**src/logic/pwmb_pkg.sv**
```systemverilog
// Constants for the four-channel PWM with brake.
// Assumes an Avalon-MM byte address, one 8-bit register per 32-bit word.
package pwmb_pkg;
  localparam int CNT_W  = 10;
  localparam int DATA_W = 8;
  localparam int ADDR_W = 10;
  localparam int NCH    = 4;

  // Register indices; byte address is four times the index
  localparam logic [7:0] IDX_PERIOD   = 8'hd9;
  localparam logic [7:0] IDX_CMP0     = 8'hda;
  localparam logic [7:0] IDX_CMP1     = 8'hdb;
  localparam logic [7:0] IDX_CTRL1    = 8'hdc;
  localparam logic [7:0] IDX_CMP2     = 8'hdd;
  localparam logic [7:0] IDX_CMP3     = 8'hde;
  localparam logic [7:0] IDX_CTRL2    = 8'hdf;
  localparam logic [7:0] IDX_PER_HI   = 8'he4;
  localparam logic [7:0] IDX_CMP_HI   = 8'he5;
  localparam logic [7:0] IDX_IRQ_STAT = 8'he6;
  localparam logic [7:0] IDX_IRQ_MASK = 8'he7;

  // Control one fields
  localparam int C1_RUN   = 7;
  localparam int C1_LOAD  = 6;
  localparam int C1_UF    = 5;
  localparam int C1_CLR   = 4;
  // Control two fields
  localparam int C2_MODE  = 7;
  localparam int C2_POL   = 6;
  localparam int C2_SRC   = 5;
  localparam int C2_EN    = 4;
  // Interrupt status and mask fields
  localparam int IRQ_UF   = 0;
  localparam int IRQ_PIN  = 1;
  localparam int IRQ_W    = 2;

  localparam logic [7:0]  RESET_BYTE = 8'h00;
  localparam logic [9:0]  CNT_ZERO   = 10'h000;
  localparam logic [9:0]  CNT_WRAP   = 10'h3ff;

  typedef enum logic [1:0] {
    BRK_SOFT = 2'b00,
    BRK_IDLE = 2'b01,
    BRK_PIN  = 2'b10,
    BRK_NONE = 2'b11
  } pwmb_brake_sel_type;

  typedef enum logic {
    BUS_IDLE = 1'b0,
    BUS_ACK  = 1'b1
  } pwmb_bus_state_type;
endpackage

```
**src/logic/pwmb_top.sv**
```systemverilog
// Four-channel PWM with shared 10-bit down-counter and brake.
// Assumes an Avalon-MM master on core_clk_in and a synchronous brake pin.
//
// Added by the designer: the Avalon-MM interface to the registers.
`timescale 1ns/1ps
module pwmb_top (
  input  wire logic                         core_clk_in,
  input  wire logic                         reset_in,
  input  wire logic [pwmb_pkg::ADDR_W-1:0]  avs_address_in,
  input  wire logic                         avs_read_in,
  input  wire logic                         avs_write_in,
  input  wire logic [3:0]                   avs_byteenable_in,
  input  wire logic [31:0]                  avs_writedata_in,
  output logic      [31:0]                  avs_readdata_out,
  output logic                              avs_waitrequest_out,
  input  wire logic                         brake_pin_in,
  output logic      [pwmb_pkg::NCH-1:0]     pwm_out,
  output logic                              irq_out
);
  import pwmb_pkg::*;

  typedef struct packed {
    pwmb_bus_state_type       bus;
    logic [DATA_W-1:0]        rdata;
    logic [DATA_W-1:0]        ctrl1;
    logic [DATA_W-1:0]        ctrl2;
    logic [DATA_W-1:0]        period;
    logic [1:0]               per_hi;
    logic [NCH*DATA_W-1:0]    cmp_lo;
    logic [2*NCH-1:0]         cmp_hi;
    logic [CNT_W-1:0]         counter;
    logic [NCH*CNT_W-1:0]     cmp_work;
    logic                     load_done;
    logic [IRQ_W-1:0]         irq_stat;
    logic [IRQ_W-1:0]         irq_mask;
    logic [NCH-1:0]           pwm;
  } pwmb_state_type;

  pwmb_state_type state_ff;
  pwmb_state_type nxt_state;

  logic               acc;
  logic               wr_acc;
  logic [7:0]         idx;
  logic [DATA_W-1:0]  wbyte;
  logic               underflow;
  logic               pin_active;
  logic               brake;
  logic               pin_brake;
  logic [NCH-1:0]     raw;
  pwmb_brake_sel_type sel;

  function automatic logic hit(input logic [7:0] a, input logic [7:0] r);
    return a == r;
  endfunction

  ////////////////////////////////////////////////////////////////////////////
  // Bus decode
  assign acc    = (avs_read_in | avs_write_in) && state_ff.bus == BUS_ACK;
  assign wr_acc = acc && avs_write_in && avs_byteenable_in[0];
  assign idx    = avs_address_in[ADDR_W-1:2];
  assign wbyte  = avs_writedata_in[DATA_W-1:0];
  assign avs_waitrequest_out = (avs_read_in | avs_write_in) &&
                               state_ff.bus == BUS_IDLE;
  assign avs_readdata_out = {{(32-DATA_W){1'b0}}, state_ff.rdata};

  ////////////////////////////////////////////////////////////////////////////
  // Brake condition
  assign sel        = pwmb_brake_sel_type'({state_ff.ctrl2[C2_SRC],
                                            state_ff.ctrl2[C2_MODE]});
  assign pin_active = brake_pin_in == state_ff.ctrl2[C2_POL];
  always_comb begin
    brake     = 1'b0;
    pin_brake = 1'b0;
    if (state_ff.ctrl2[C2_EN]) begin
      case (sel)
        BRK_SOFT: brake = 1'b1;
        BRK_IDLE: brake = !state_ff.ctrl1[C1_RUN];
        BRK_PIN: begin
          brake     = pin_active;
          pin_brake = pin_active;
        end
        BRK_NONE: brake = 1'b0;
        default:  brake = 1'b0;
      endcase
    end
  end

  assign underflow = state_ff.ctrl1[C1_RUN] && state_ff.counter == CNT_ZERO;

  // Raw waveform: high while counter is below the channel comparator
  genvar g;
  generate
    for (g = 0; g < NCH; g++) begin : g_cmp
      assign raw[g] = state_ff.counter <
                      state_ff.cmp_work[g*CNT_W +: CNT_W];
    end
  endgenerate

  ////////////////////////////////////////////////////////////////////////////
  // Next state
  always_comb begin
    nxt_state = state_ff;
    nxt_state.bus = ((avs_read_in | avs_write_in) &&
                     state_ff.bus == BUS_IDLE) ? BUS_ACK : BUS_IDLE;
    nxt_state.load_done = 1'b0;

    // Read data captured during the wait cycle
    nxt_state.rdata = RESET_BYTE;
    if (hit(idx, IDX_PERIOD))   nxt_state.rdata = state_ff.period;
    if (hit(idx, IDX_CMP0))     nxt_state.rdata = state_ff.cmp_lo[0 +: 8];
    if (hit(idx, IDX_CMP1))     nxt_state.rdata = state_ff.cmp_lo[8 +: 8];
    if (hit(idx, IDX_CMP2))     nxt_state.rdata = state_ff.cmp_lo[16 +: 8];
    if (hit(idx, IDX_CMP3))     nxt_state.rdata = state_ff.cmp_lo[24 +: 8];
    if (hit(idx, IDX_CTRL1))    nxt_state.rdata = state_ff.ctrl1;
    if (hit(idx, IDX_CTRL2))    nxt_state.rdata = state_ff.ctrl2;
    if (hit(idx, IDX_PER_HI))   nxt_state.rdata = {6'h00, state_ff.per_hi};
    if (hit(idx, IDX_CMP_HI))   nxt_state.rdata = state_ff.cmp_hi;
    if (hit(idx, IDX_IRQ_STAT)) nxt_state.rdata = {6'h00, state_ff.irq_stat};
    if (hit(idx, IDX_IRQ_MASK)) nxt_state.rdata = {6'h00, state_ff.irq_mask};

    // Software writes
    if (wr_acc) begin
      if (hit(idx, IDX_PERIOD)) nxt_state.period = wbyte;
      if (hit(idx, IDX_CMP0))   nxt_state.cmp_lo[0 +: 8]  = wbyte;
      if (hit(idx, IDX_CMP1))   nxt_state.cmp_lo[8 +: 8]  = wbyte;
      if (hit(idx, IDX_CMP2))   nxt_state.cmp_lo[16 +: 8] = wbyte;
      if (hit(idx, IDX_CMP3))   nxt_state.cmp_lo[24 +: 8] = wbyte;
      if (hit(idx, IDX_CTRL2))  nxt_state.ctrl2 = wbyte;
      if (hit(idx, IDX_PER_HI)) nxt_state.per_hi = wbyte[1:0];
      if (hit(idx, IDX_CMP_HI)) nxt_state.cmp_hi = wbyte;
      if (hit(idx, IDX_IRQ_MASK)) nxt_state.irq_mask = wbyte[IRQ_W-1:0];
      if (hit(idx, IDX_IRQ_STAT))
        nxt_state.irq_stat = state_ff.irq_stat & ~wbyte[IRQ_W-1:0];
      if (hit(idx, IDX_CTRL1)) begin
        nxt_state.ctrl1[C1_RUN]  = wbyte[C1_RUN];
        nxt_state.ctrl1[C1_LOAD] = wbyte[C1_LOAD];
        nxt_state.ctrl1[C1_UF]   = state_ff.ctrl1[C1_UF] & wbyte[C1_UF];
        nxt_state.ctrl1[C1_CLR]  = 1'b0;
        nxt_state.ctrl1[NCH-1:0] = wbyte[NCH-1:0];
      end
    end

    // Counter
    if (underflow) begin
      nxt_state.ctrl1[C1_UF]   = 1'b1;
      nxt_state.irq_stat[IRQ_UF] = 1'b1;
      if (state_ff.ctrl1[C1_LOAD]) begin
        nxt_state.counter   = {state_ff.per_hi, state_ff.period};
        for (int i = 0; i < NCH; i++) begin
          nxt_state.cmp_work[i*CNT_W +: CNT_W] =
            {state_ff.cmp_hi[2*i +: 2], state_ff.cmp_lo[8*i +: 8]};
        end
        nxt_state.load_done = 1'b1;
      end else begin
        nxt_state.counter = CNT_WRAP;
      end
    end else if (state_ff.ctrl1[C1_RUN]) begin
      nxt_state.counter = state_ff.counter - 10'h001;
    end
    if (state_ff.load_done) nxt_state.ctrl1[C1_LOAD] = 1'b0;
    if (wr_acc && hit(idx, IDX_CTRL1) && wbyte[C1_CLR])
      nxt_state.counter = CNT_ZERO;

    // Pin brake stops the counter and raises the sticky flag
    if (pin_brake) begin
      nxt_state.ctrl1[C1_RUN]     = 1'b0;
      nxt_state.irq_stat[IRQ_PIN] = 1'b1;
    end

    // Outputs
    if (brake)
      nxt_state.pwm = state_ff.ctrl2[NCH-1:0];
    else if (state_ff.ctrl1[C1_RUN])
      nxt_state.pwm = raw ^ state_ff.ctrl1[NCH-1:0];
    else
      nxt_state.pwm = state_ff.ctrl1[NCH-1:0];
  end

  always_ff @(posedge core_clk_in) begin
    if (reset_in) begin
      state_ff <= '0;
    end else begin
      state_ff <= nxt_state;
    end
  end

  assign pwm_out = state_ff.pwm;
  assign irq_out = |(state_ff.irq_stat & state_ff.irq_mask);

  logic clr_wr;
  assign clr_wr = wr_acc && hit(idx, IDX_CTRL1);
endmodule

```
**config.mk**
```make
export PLATFORM = sky130hd
export DESIGN_NAME = pwmb_top
export DESIGN_NICKNAME = d
export VERILOG_FILES = /design/src/logic/pwmb_pkg.sv /design/src/logic/pwmb_top.sv
export SDC_FILE = /design/constraint.sdc
export NUM_CORES = 1
export LEC_CHECK = 0
export BUFFER_PORTS_ARGS = -buffer_cell sky130_fd_sc_hd__buf_2
export CELL_PAD_IN_SITES_DETAIL_PLACEMENT = 1
export CELL_PAD_IN_SITES_GLOBAL_PLACEMENT = 1
export CORE_MARGIN = 3
export CORE_UTILIZATION = 25
export DETAILED_ROUTE_END_ITERATION = 6
export PLACE_DENSITY = 0.56
export SLEW_MARGIN = 5
export SYNTH_ARGS = -nofsm -noshare
export SYNTH_HDL_FRONTEND = slang
export SYNTH_SLANG_ARGS = --single-unit
```
**constraint.sdc**
```tcl
create_clock -name core_clk_in -period 2.35 [get_ports core_clk_in]
set_input_delay 0.1175 -clock core_clk_in [delete_from_list [all_inputs] [get_ports core_clk_in]]
set_output_delay 0.1175 -clock core_clk_in [all_outputs]
set_load 0.03 [all_outputs]
```
Word level (Yosys, flattened, before mapping)
Index checks and enable logic that the tools add are counted.

Register bits after elaboration: 133.

Add/sub/neg operators: 1. Order comparisons: 4. Equal/unequal tests: 15. Multiplexer cells: 38. Bitwise logic cells: 8. Reduce and logical (&&, ||, !) cells: 36.

Operators with widths (number): 8-bit two-way mux (16); 8-bit == test (second input constant) (11); 64-bit two-way mux (1); 10-bit less-than comparator (4); 10-bit two-way mux (3); 2-bit AND reduction (14); 4-bit two-way mux (3); 2-bit nonzero test (6); 10-bit logical NOT (1); 2-bit two-way mux (5); 2-bit OR reduction (5); 10-bit by 1-bit subtractor with 10-bit output (second input constant) (1); 1-bit two-way mux (8); 1-bit logical AND (7); 6-bit two-way mux (1); 2-bit AND (2); 2-bit == test (second input constant) (2); 1-bit case mux with 4 select lines (1); 4-bit bitwise XOR (1); 3-bit OR reduction (1); 2-bit by 1-bit == test with 1-bit output (second input constant) (1); 2-bit logical NOT (1); 1-bit NOT (2); 2-bit NOT (1); other kinds (4) (4).

Longest topological paths before layout
Gate-level depths: netlist of run 1.

Word-level depth: 12. Gate-level depth with buffers: 9.

Worst setup path after synthesis of run 1
Ideal clock, no wire load.

Path kind: register -> register. Start: register state_ff[50] in the netlist's numbering. End: register state_ff[22] in the netlist's numbering. Setup time: 0.070 ns. Data arrival time: 1.691 ns. Required time: 2.280 ns. Path slack: 0.588 ns. Stages on the path, launching flop included: 10. Period minus slack after synthesis: 1.762 ns. Path through: dfxtp_1 > inv_1 > ha_1 > and3b_1 > and4b_1 > nand2_1 > buf_2 > buf_2 > nand2_1 > a21oi_1.

Longest elaborated chain between the ends: 3.

Ends and longest elaborated chain: start, declared (RTL line pwmb_top.sv:39) `pwmb_state_type state_ff;`; start signal, assigned (RTL line pwmb_top.sv:184) `state_ff <= nxt_state;`; 10-bit logical NOT (RTL line pwmb_top.sv:89) `assign underflow = state_ff.ctrl1[C1_RUN] && state_ff.counter == CNT_ZERO;`; 1-bit logical AND (RTL line pwmb_top.sv:89); 2-bit AND reduction (no line).

No other way between the ends. A chain may end at the register's enable or synchronous reset.

Final worst setup path of run 1
Start: register state_ff[58] in the netlist's numbering. End: register state_ff, in the netlist pwm_out[2].

Longest elaborated chain between the ends: 4.

Ends and longest elaborated chain: 10-bit less-than comparator (RTL line pwmb_top.sv:95) `assign raw[g] = state_ff.counter <`; 4-bit bitwise XOR (RTL line pwmb_top.sv:175) `nxt_state.pwm = raw ^ state_ff.ctrl1[NCH-1:0];`; 4-bit two-way mux (RTL line pwmb_top.sv:174) `else if (state_ff.ctrl1[C1_RUN])`; 4-bit two-way mux (RTL line pwmb_top.sv:172) `if (brake)`.

No other way between the ends.

==> impl_results.md, run 1 <==
- Status: finished, final reports clean
- Vias per cell: 4.82
- Relative slew slack: 54.7%
- Row count: 60
- Worst-path clk slew: 0.06 ns
- Initial antenna violation count: 0
- Async set-reset flop share out of synthesis: 0%
- P_sw: 1260 uW
- Area post-placement: 7360 um^2
- Top post-synthesis cells by area: dfxtp_1 39%, mux2i_1 8.6%, ha_1 6.7%
- Core area: 27,000 um^2
- Number of flops mapped to enable cells by yosys: 0
- CTS root buf: clkbuf_16
- Die area: 29,600 um^2
- Total negative slack: 0 ns
- Maximum VDD drop: 0.000404 V
- Clock power frac: 54.5%
- Vias post-DR: 5,816
- Period minus WS final: 2.11 ns
- RR Startpoint: state_ff[58]
- Synth top area share: 38.6%
- Utilization after layout: 29.7%
- Clock Sinks: 133
- DRT Wirelength: 23,000 um
- Drt wl/cell: 19.0 um
- Main flop type after synthesis: dfxtp_1
- Leading area contributor after synthesis: dfxtp_1
- CTS Buffer Depth: 2
- Post-Synthesis Cells: 830
- Worst-path cell chain: ha_1 > a211oi_1 > a21boi_0 > o211ai_1 > o311ai_0 > buf_4
- Largest net degree at the start of global routing: 40
- CP Class: reg2reg
- Min-Delay Endpoint: state_ff[133]
- IO Port Bufs: 35
- Reg2reg setup slack: 0.24 ns
- Vias in the first global route: 5,711
- Comb power frac: 4.5%
- Starting density of the core: 25.5%
- Commonest cells in the netlist: 133 x dfxtp_1, 121 x nand2_1, 81 x nor2_1
- Synth cell types: 57
- Sequential share of the synthesized area: 38.6%
- Critical path's largest stage delay: 0.53 ns
- Hold path depth: 3
- Global route overflow: 0
- Worst Hold Class: in2reg
- CP required: 2.72 ns
- Critical Path AT: 2.48 ns
- Final period util: 89.6%
- Reg power frac: 41.0%
- RR Endpoint: pwm_out[2]
- Layout cell share with drive strength beyond 1: 13.4%
- RSZ-0062 raised after global routing: no
- Power, Total: 5500 uW
- Clk_lat worst skew: 0.43 ns
- Buffers plus inverters on the worst setup path: 1
- Crit path max fanout: 8
- GRT Util Overall: 15.8%
- Final hold violations: 0
- Power density over the cells: 686 nW/um^2
- Final WS setup: 0.243 ns
- CP top delay family: compound AO/OA/AOI/OAI gates
- Final setup fails: 0
- Design area: 8030 um^2
- DRC viols: 0
- Pre-antenna DRT Iters: 5
- Setup Slack @ Placement: 0.273 ns
- Worst hold path startpoint: avs_write_in
- Reg2Reg Depth: 6
- Max-cap violation count: 0
- Critical path startpoint category: flip-flop
- Max-slew violations: 0
- Ports: 89
- Synth warnings: 0
- Internal power: 4240 uW
- Die W: 172 um
- Cts repair resizes: 0
- Critical path capture point type: flip-flop
- Antenna-violating nets left: 0
- Antenna Cells: 0
- Post-DP HPWL: 17,000 um
- # H-tree levels: 4
- Gpl congestion: 0.848
- First-pass GRT wire length: 35,100 um
- Chip height: 172 um
- Switching share of power: 22.9%
- Synth Cell Area: 6890 um^2
- Register bit total from synthesis: 133
- LEAKAGE: 0.00300 uW
- Syn_area_per_cell: 8.30 um^2
- Peak Freq: 475 MHz
- Crit-path slowest cell: dfxtp_1
- Most common cell in the netlist: dfxtp_1
- Initial DRC count: 329
- Layout Nets: 942
- Number of CTS-inserted buffers: 17
- Area growth syn-to-layout: 16.4%
- Worst slew pin tran: 0.677 ns
- CTS tree: yes
- Fin Clk Skew: 0.00651 ns
==> power by group through the flow <==
stage	combinational (uW)	sequential, uW	clock, uW
after detailed placement	243	2310	0
after global routing	265	2260	3160
final	247	2260	3000
after CTS	245	2260	3060
after floorplan	196	2310	0
after global placement	244	2310	0
==> state kept, by name, summed over array words and instances, names as in the netlist <==
signal and cells:
avs_readdata_out 8, pwm_out 4, sel 2, state_ff 119
==> cells in the final DEF (no fill, tap or decap), types with 29 or more instances in the layout <==
cell,instances
a21oi_1,74
buf_2,34
buf_4,34
dfxtp_1,133
ha_1,37
inv_1,44
mux2i_1,59
nand2_1,121
nor2_1,80
o21ai_0,29
==> cells by family after synthesis <==
kind of cell,after synthesis,share of synthesized area (%)
AO/OA/AOI/OAI,163,14.5
buffers and inverters,132,9.55
XOR/XNOR,3,0.381
AND/OR/NAND/NOR,295,19.8
multiplexers,66,10.4
other,1,0.0544
flip-flops,133,38.6
adder cells (fa/ha/maj),37,6.72
==> metrics by stage <==
stage | hold WS (ns) | cells
6_report | 0.00892 | 1207
2_1_floorplan | 0.293 | 853
5_1_grt | 0.0314 | 1207
3_5_place_dp | 0.391 | 1175
3_3_place_gp | 0.379 | 1175
4_1_cts | 0.00202 | 1207
==> tightest hold or removal path: cells and delay by family <==
family / cells / cell delay, ns
buf+inv: 1 / 0.10
simple gates: 2 / 0.17
==> per-layer routing <==
layer  vias to the layer above  GRT usage, %  wire, um
met5                         -             0         0
met4                         0          3.33       228
met3                        15          3.29       797
met2                       101          24.3     10100
met1                      2843          23.0     11900
li1                       2857             -         -
==> timing repair <==
action                                 CTS  global route
hold buffers                             1             0
setup buffers                            0             0
endpoints found under the hold margin    1             0
==> cell type report <==
class                      count  area (um^2)
fill                        3223        19000
tap                          341          427
clock buffer                  19          453
sequential                   133         2660
clock inverter                12          203
multi-input combinational    588         3660
inverter                      44          165
timing repair buffer          70          455
==> worst max path at each step <==
stage,endpoint,start,slack (ns),depth (start not counted)
detailed placement,pwm_out[2],state_ff[58],0.27,6
finish,pwm_out[2],state_ff[58],0.24,6
global route,state_ff[33],state_ff[49],0.07,8
CTS,pwm_out[2],state_ff[58],0.25,6
floorplan,state_ff[22],state_ff[50],0.59,9
global placement,pwm_out[2],state_ff[124],0.25,6
Power figures use the tool's default switching activity.
==> run 2: changes to the inputs <==
CORE_UTILIZATION = 35   (was 25)
PLACE_DENSITY = 0.72   (was 0.56)
SETUP_SLACK_MARGIN = 0.5   (was not set)
==> run 2 against run 1 <==
Against the previous run:
- highest routed layer unchanged
- critical path type unchanged
- combinational power is essentially flat
- critical endpoint is now state_ff[48]
- routed wire length is 2.8% higher
- largest power group unchanged
- register-to-register slack improved by 0.23 ns
- via count rose by 6.3%
==> impl_results.md, run 2 (synthesis results as in run 1) <==
- Design area: 8280 um^2 (was 8030 um^2)
- Global route overflow: 0 (unchanged)
- Area growth syn-to-layout: 20.2% (was 16.4%)
- LEAKAGE: 0.00311 uW (was 0.00300 uW)
- Gpl congestion: 0.844 (was 0.848)
- DRT Wirelength: 23,600 um (was 23,000 um)
- P_sw: 1220 uW (was 1260 uW)
- Row count: 50 (was 60)
- Critical Path AT: 2.22 ns (was 2.48 ns)
- Clk_lat worst skew: 0.43 ns (about the same)
- Pre-antenna DRT Iters: 5 (unchanged)
- # H-tree levels: 4 (unchanged)
- Drt wl/cell: 20.8 um (was 19.0 um)
- Antenna Cells: 0 (unchanged)
- Fin Clk Skew: 0.00958 ns (was 0.00651 ns)
- Period minus WS final: 1.88 ns (was 2.11 ns)
- Ports: 89 (unchanged)
- Most frequent cells in the layout: 123 x dfxtp_1, 115 x nand2_1, 80 x nor2_1 (was 133 x dfxtp_1, 121 x nand2_1, 80 x nor2_1)
- Buffers plus inverters on the worst setup path: 3 (was 1)
- Final hold violations: 0 (unchanged)
- CTS tree: yes (unchanged)
- Relative slew slack: 62.3% (was 54.7%)
- Commonest non-fill, non-tap cell in the layout: dfxtp_1 (unchanged)
- CP top delay family: simple AND/OR/NAND/NOR gates (was compound AO/OA/AOI/OAI gates)
- Chip height: 146 um (was 172 um)
- Max reg flops: 119 (unchanged)
- Die area: 21,400 um^2 (was 29,600 um^2)
- Status: finished, final reports clean (unchanged)
- Worst Hold Class: in2reg (unchanged)
- Internal power: 4160 uW (was 4240 uW)
- First-pass GRT wire length: 34,800 um (was 35,100 um)
- GRT Util Overall: 21.0% (was 15.8%)
- Reg power frac: 41.8% (was 41.0%)
- Final setup fails: 0 (unchanged)
- Initial DRC count: 526 (was 329)
- Switching share of power: 22.7% (was 22.9%)
- IO Port Bufs: 35 (unchanged)
- Starting density of the core: 36.2% (was 25.5%)
- CP Class: reg2reg (unchanged)
- CTS root buf: clkbuf_16 (unchanged)
- Layout Nets: 954 (was 942)
- Number of CTS-inserted buffers: 17 (unchanged)
- Antenna-violating nets left: 0 (unchanged)
- Total negative slack: 0 ns (unchanged)
- Vias in the first global route: 6,090 (was 5,711)
- DRC viols: 0 (unchanged)
- Clock power frac: 53.5% (was 54.5%)
- Die W: 146 um (was 172 um)
- Critical path startpoint category: flip-flop (unchanged)
- Worst-path cell chain: inv_4 > ha_4 > and3b_2 > nand4b_1 > nor2_4 > buf_12 > clkbuf_16 > nand2_1 > a21oi_2 (was ha_1 > a211oi_1 > a21boi_0 > o211ai_1 > o311ai_0 > buf_4)
- Vias post-DR: 6,183 (was 5,816)
- Crit-path slowest cell: dfxtp_4 (was dfxtp_1)
- Worst slew pin tran: 0.561 ns (was 0.677 ns)
- Comb power frac: 4.6% (was 4.5%)
- FILL cells: 2,248 (was 3,223)
- Max-cap violation count: 0 (unchanged)
- Crit path max fanout: 6 (was 8)
- Vias per cell: 5.43 (was 4.82)
- Area post-placement: 7210 um^2 (was 7360 um^2)
- Setup Slack @ Placement: 0.275 ns (was 0.273 ns)
- Max-slew violations: 0 (unchanged)
- Critical path capture point type: flip-flop (unchanged)
- Initial antenna violation count: 0 (unchanged)
- Maximum VDD drop: 0.000497 V (was 0.000404 V)
- Clock Sinks: 133 (unchanged)
- Worst-path clk slew: 0.06 ns (about the same)
- Core area: 19,000 um^2 (was 27,000 um^2)
- RSZ-0062 raised after global routing: yes (was no)
- Power density over the cells: 650 nW/um^2 (was 686 nW/um^2)
- Layout cell share with drive strength beyond 1: 19.8% (was 13.4%)
- Final WS setup: 0.473 ns (was 0.243 ns)
- Largest net degree at the start of global routing: 51 (was 40)
- CP required: 2.70 ns (was 2.72 ns)
- Peak Freq: 533 MHz (was 475 MHz)
- Critical path's largest stage delay: 0.36 ns (was 0.53 ns)
- Post-DP HPWL: 15,900 um (was 17,000 um)
- Top reg by flops: state_ff (unchanged)
- Final period util: 79.9% (was 89.6%)
- CTS Buffer Depth: 2 (unchanged)
==> run 2: cell count changes in the layout (fill, tap and decap cells not counted), sizes merged <==
cell,delta
clkbuf,+3
dlygate4sd3,+1
clkinvlp,+1
bufinv,-1
buf,+9
==> run 2: cell type report <==
class                           count  area (um^2)  area share (%)
Clock buffer                       20          467            5.63
Multi-Input combinational cell    588         3800            45.9
Clock inverter                     12          176            2.13
Sequential cell                   133         2690            32.4
Timing Repair Buffer               82          654            7.90
Tap cell                          260          325            3.93
Inverter                           44          170            2.05
==> run 2: per-layer routing <==
metal / vias up / GRT usage [%] / routed length (um)
met4: 0 / 7.48 / 693
met1: 3096 / 29.4 / 10800
met5: - / 0 / 0
li1: 2877 / - / -
met2: 169 / 32.6 / 11200
met3: 41 / 3.72 / 939
==> run 2: final timing paths <==
check	startpoint	to	slack, ns	cells after the start
worst max-delay path	state_ff[50]	state_ff[48]	0.47	9
worst max register to register	state_ff[50]	state_ff[48]	0.47	9
worst min-delay path	avs_writedata_in[5]	state_ff[64]	0.05	3
worst min register to register	state_ff[8]	state_ff[123]	0.39	1
==> run 2: worst min-delay path, delay by kind of cell <==
family,cells,cell delay (ns)
compound gates,1,0.05
buf+inv,1,0.17
simple gates,1,0.09
==> run 2: repair_timing <==
action,CTS,global route
gates cloned,0,5
pin swaps,0,9
resized for setup,17,58
hold buffers,2,0
buffers inserted,4,9
endpoints found under the hold margin,1,0
endpoints found under the setup margin,55,54
==> run 2: through the flow <==
| step | utilization [%] | hold slack, ns | cells | power (uW) |
|---|---|---|---|---|
| after floorplan | - | 0.293 | 853 | 2500 |
| after global placement | 37.9 | 0.375 | 1087 | 2550 |
| after detailed placement | 37.9 | 0.384 | 1087 | 2550 |
| after CTS | 41.8 | 0.0300 | 1125 | 5430 |
| after global routing | 43.6 | 0.0708 | 1139 | 5550 |
| final | 43.6 | 0.0544 | 1139 | 5390 |
==> run 2: power groups by stage <==
stage | Clock [uW] | Sequential, uW | Combinational [uW]
floorplan | 0 | 2310 | 196
global placement | 0 | 2310 | 241
detailed placement | 0 | 2310 | 240
CTS | 2930 | 2260 | 244
global route | 3030 | 2250 | 266
finish | 2880 | 2250 | 249
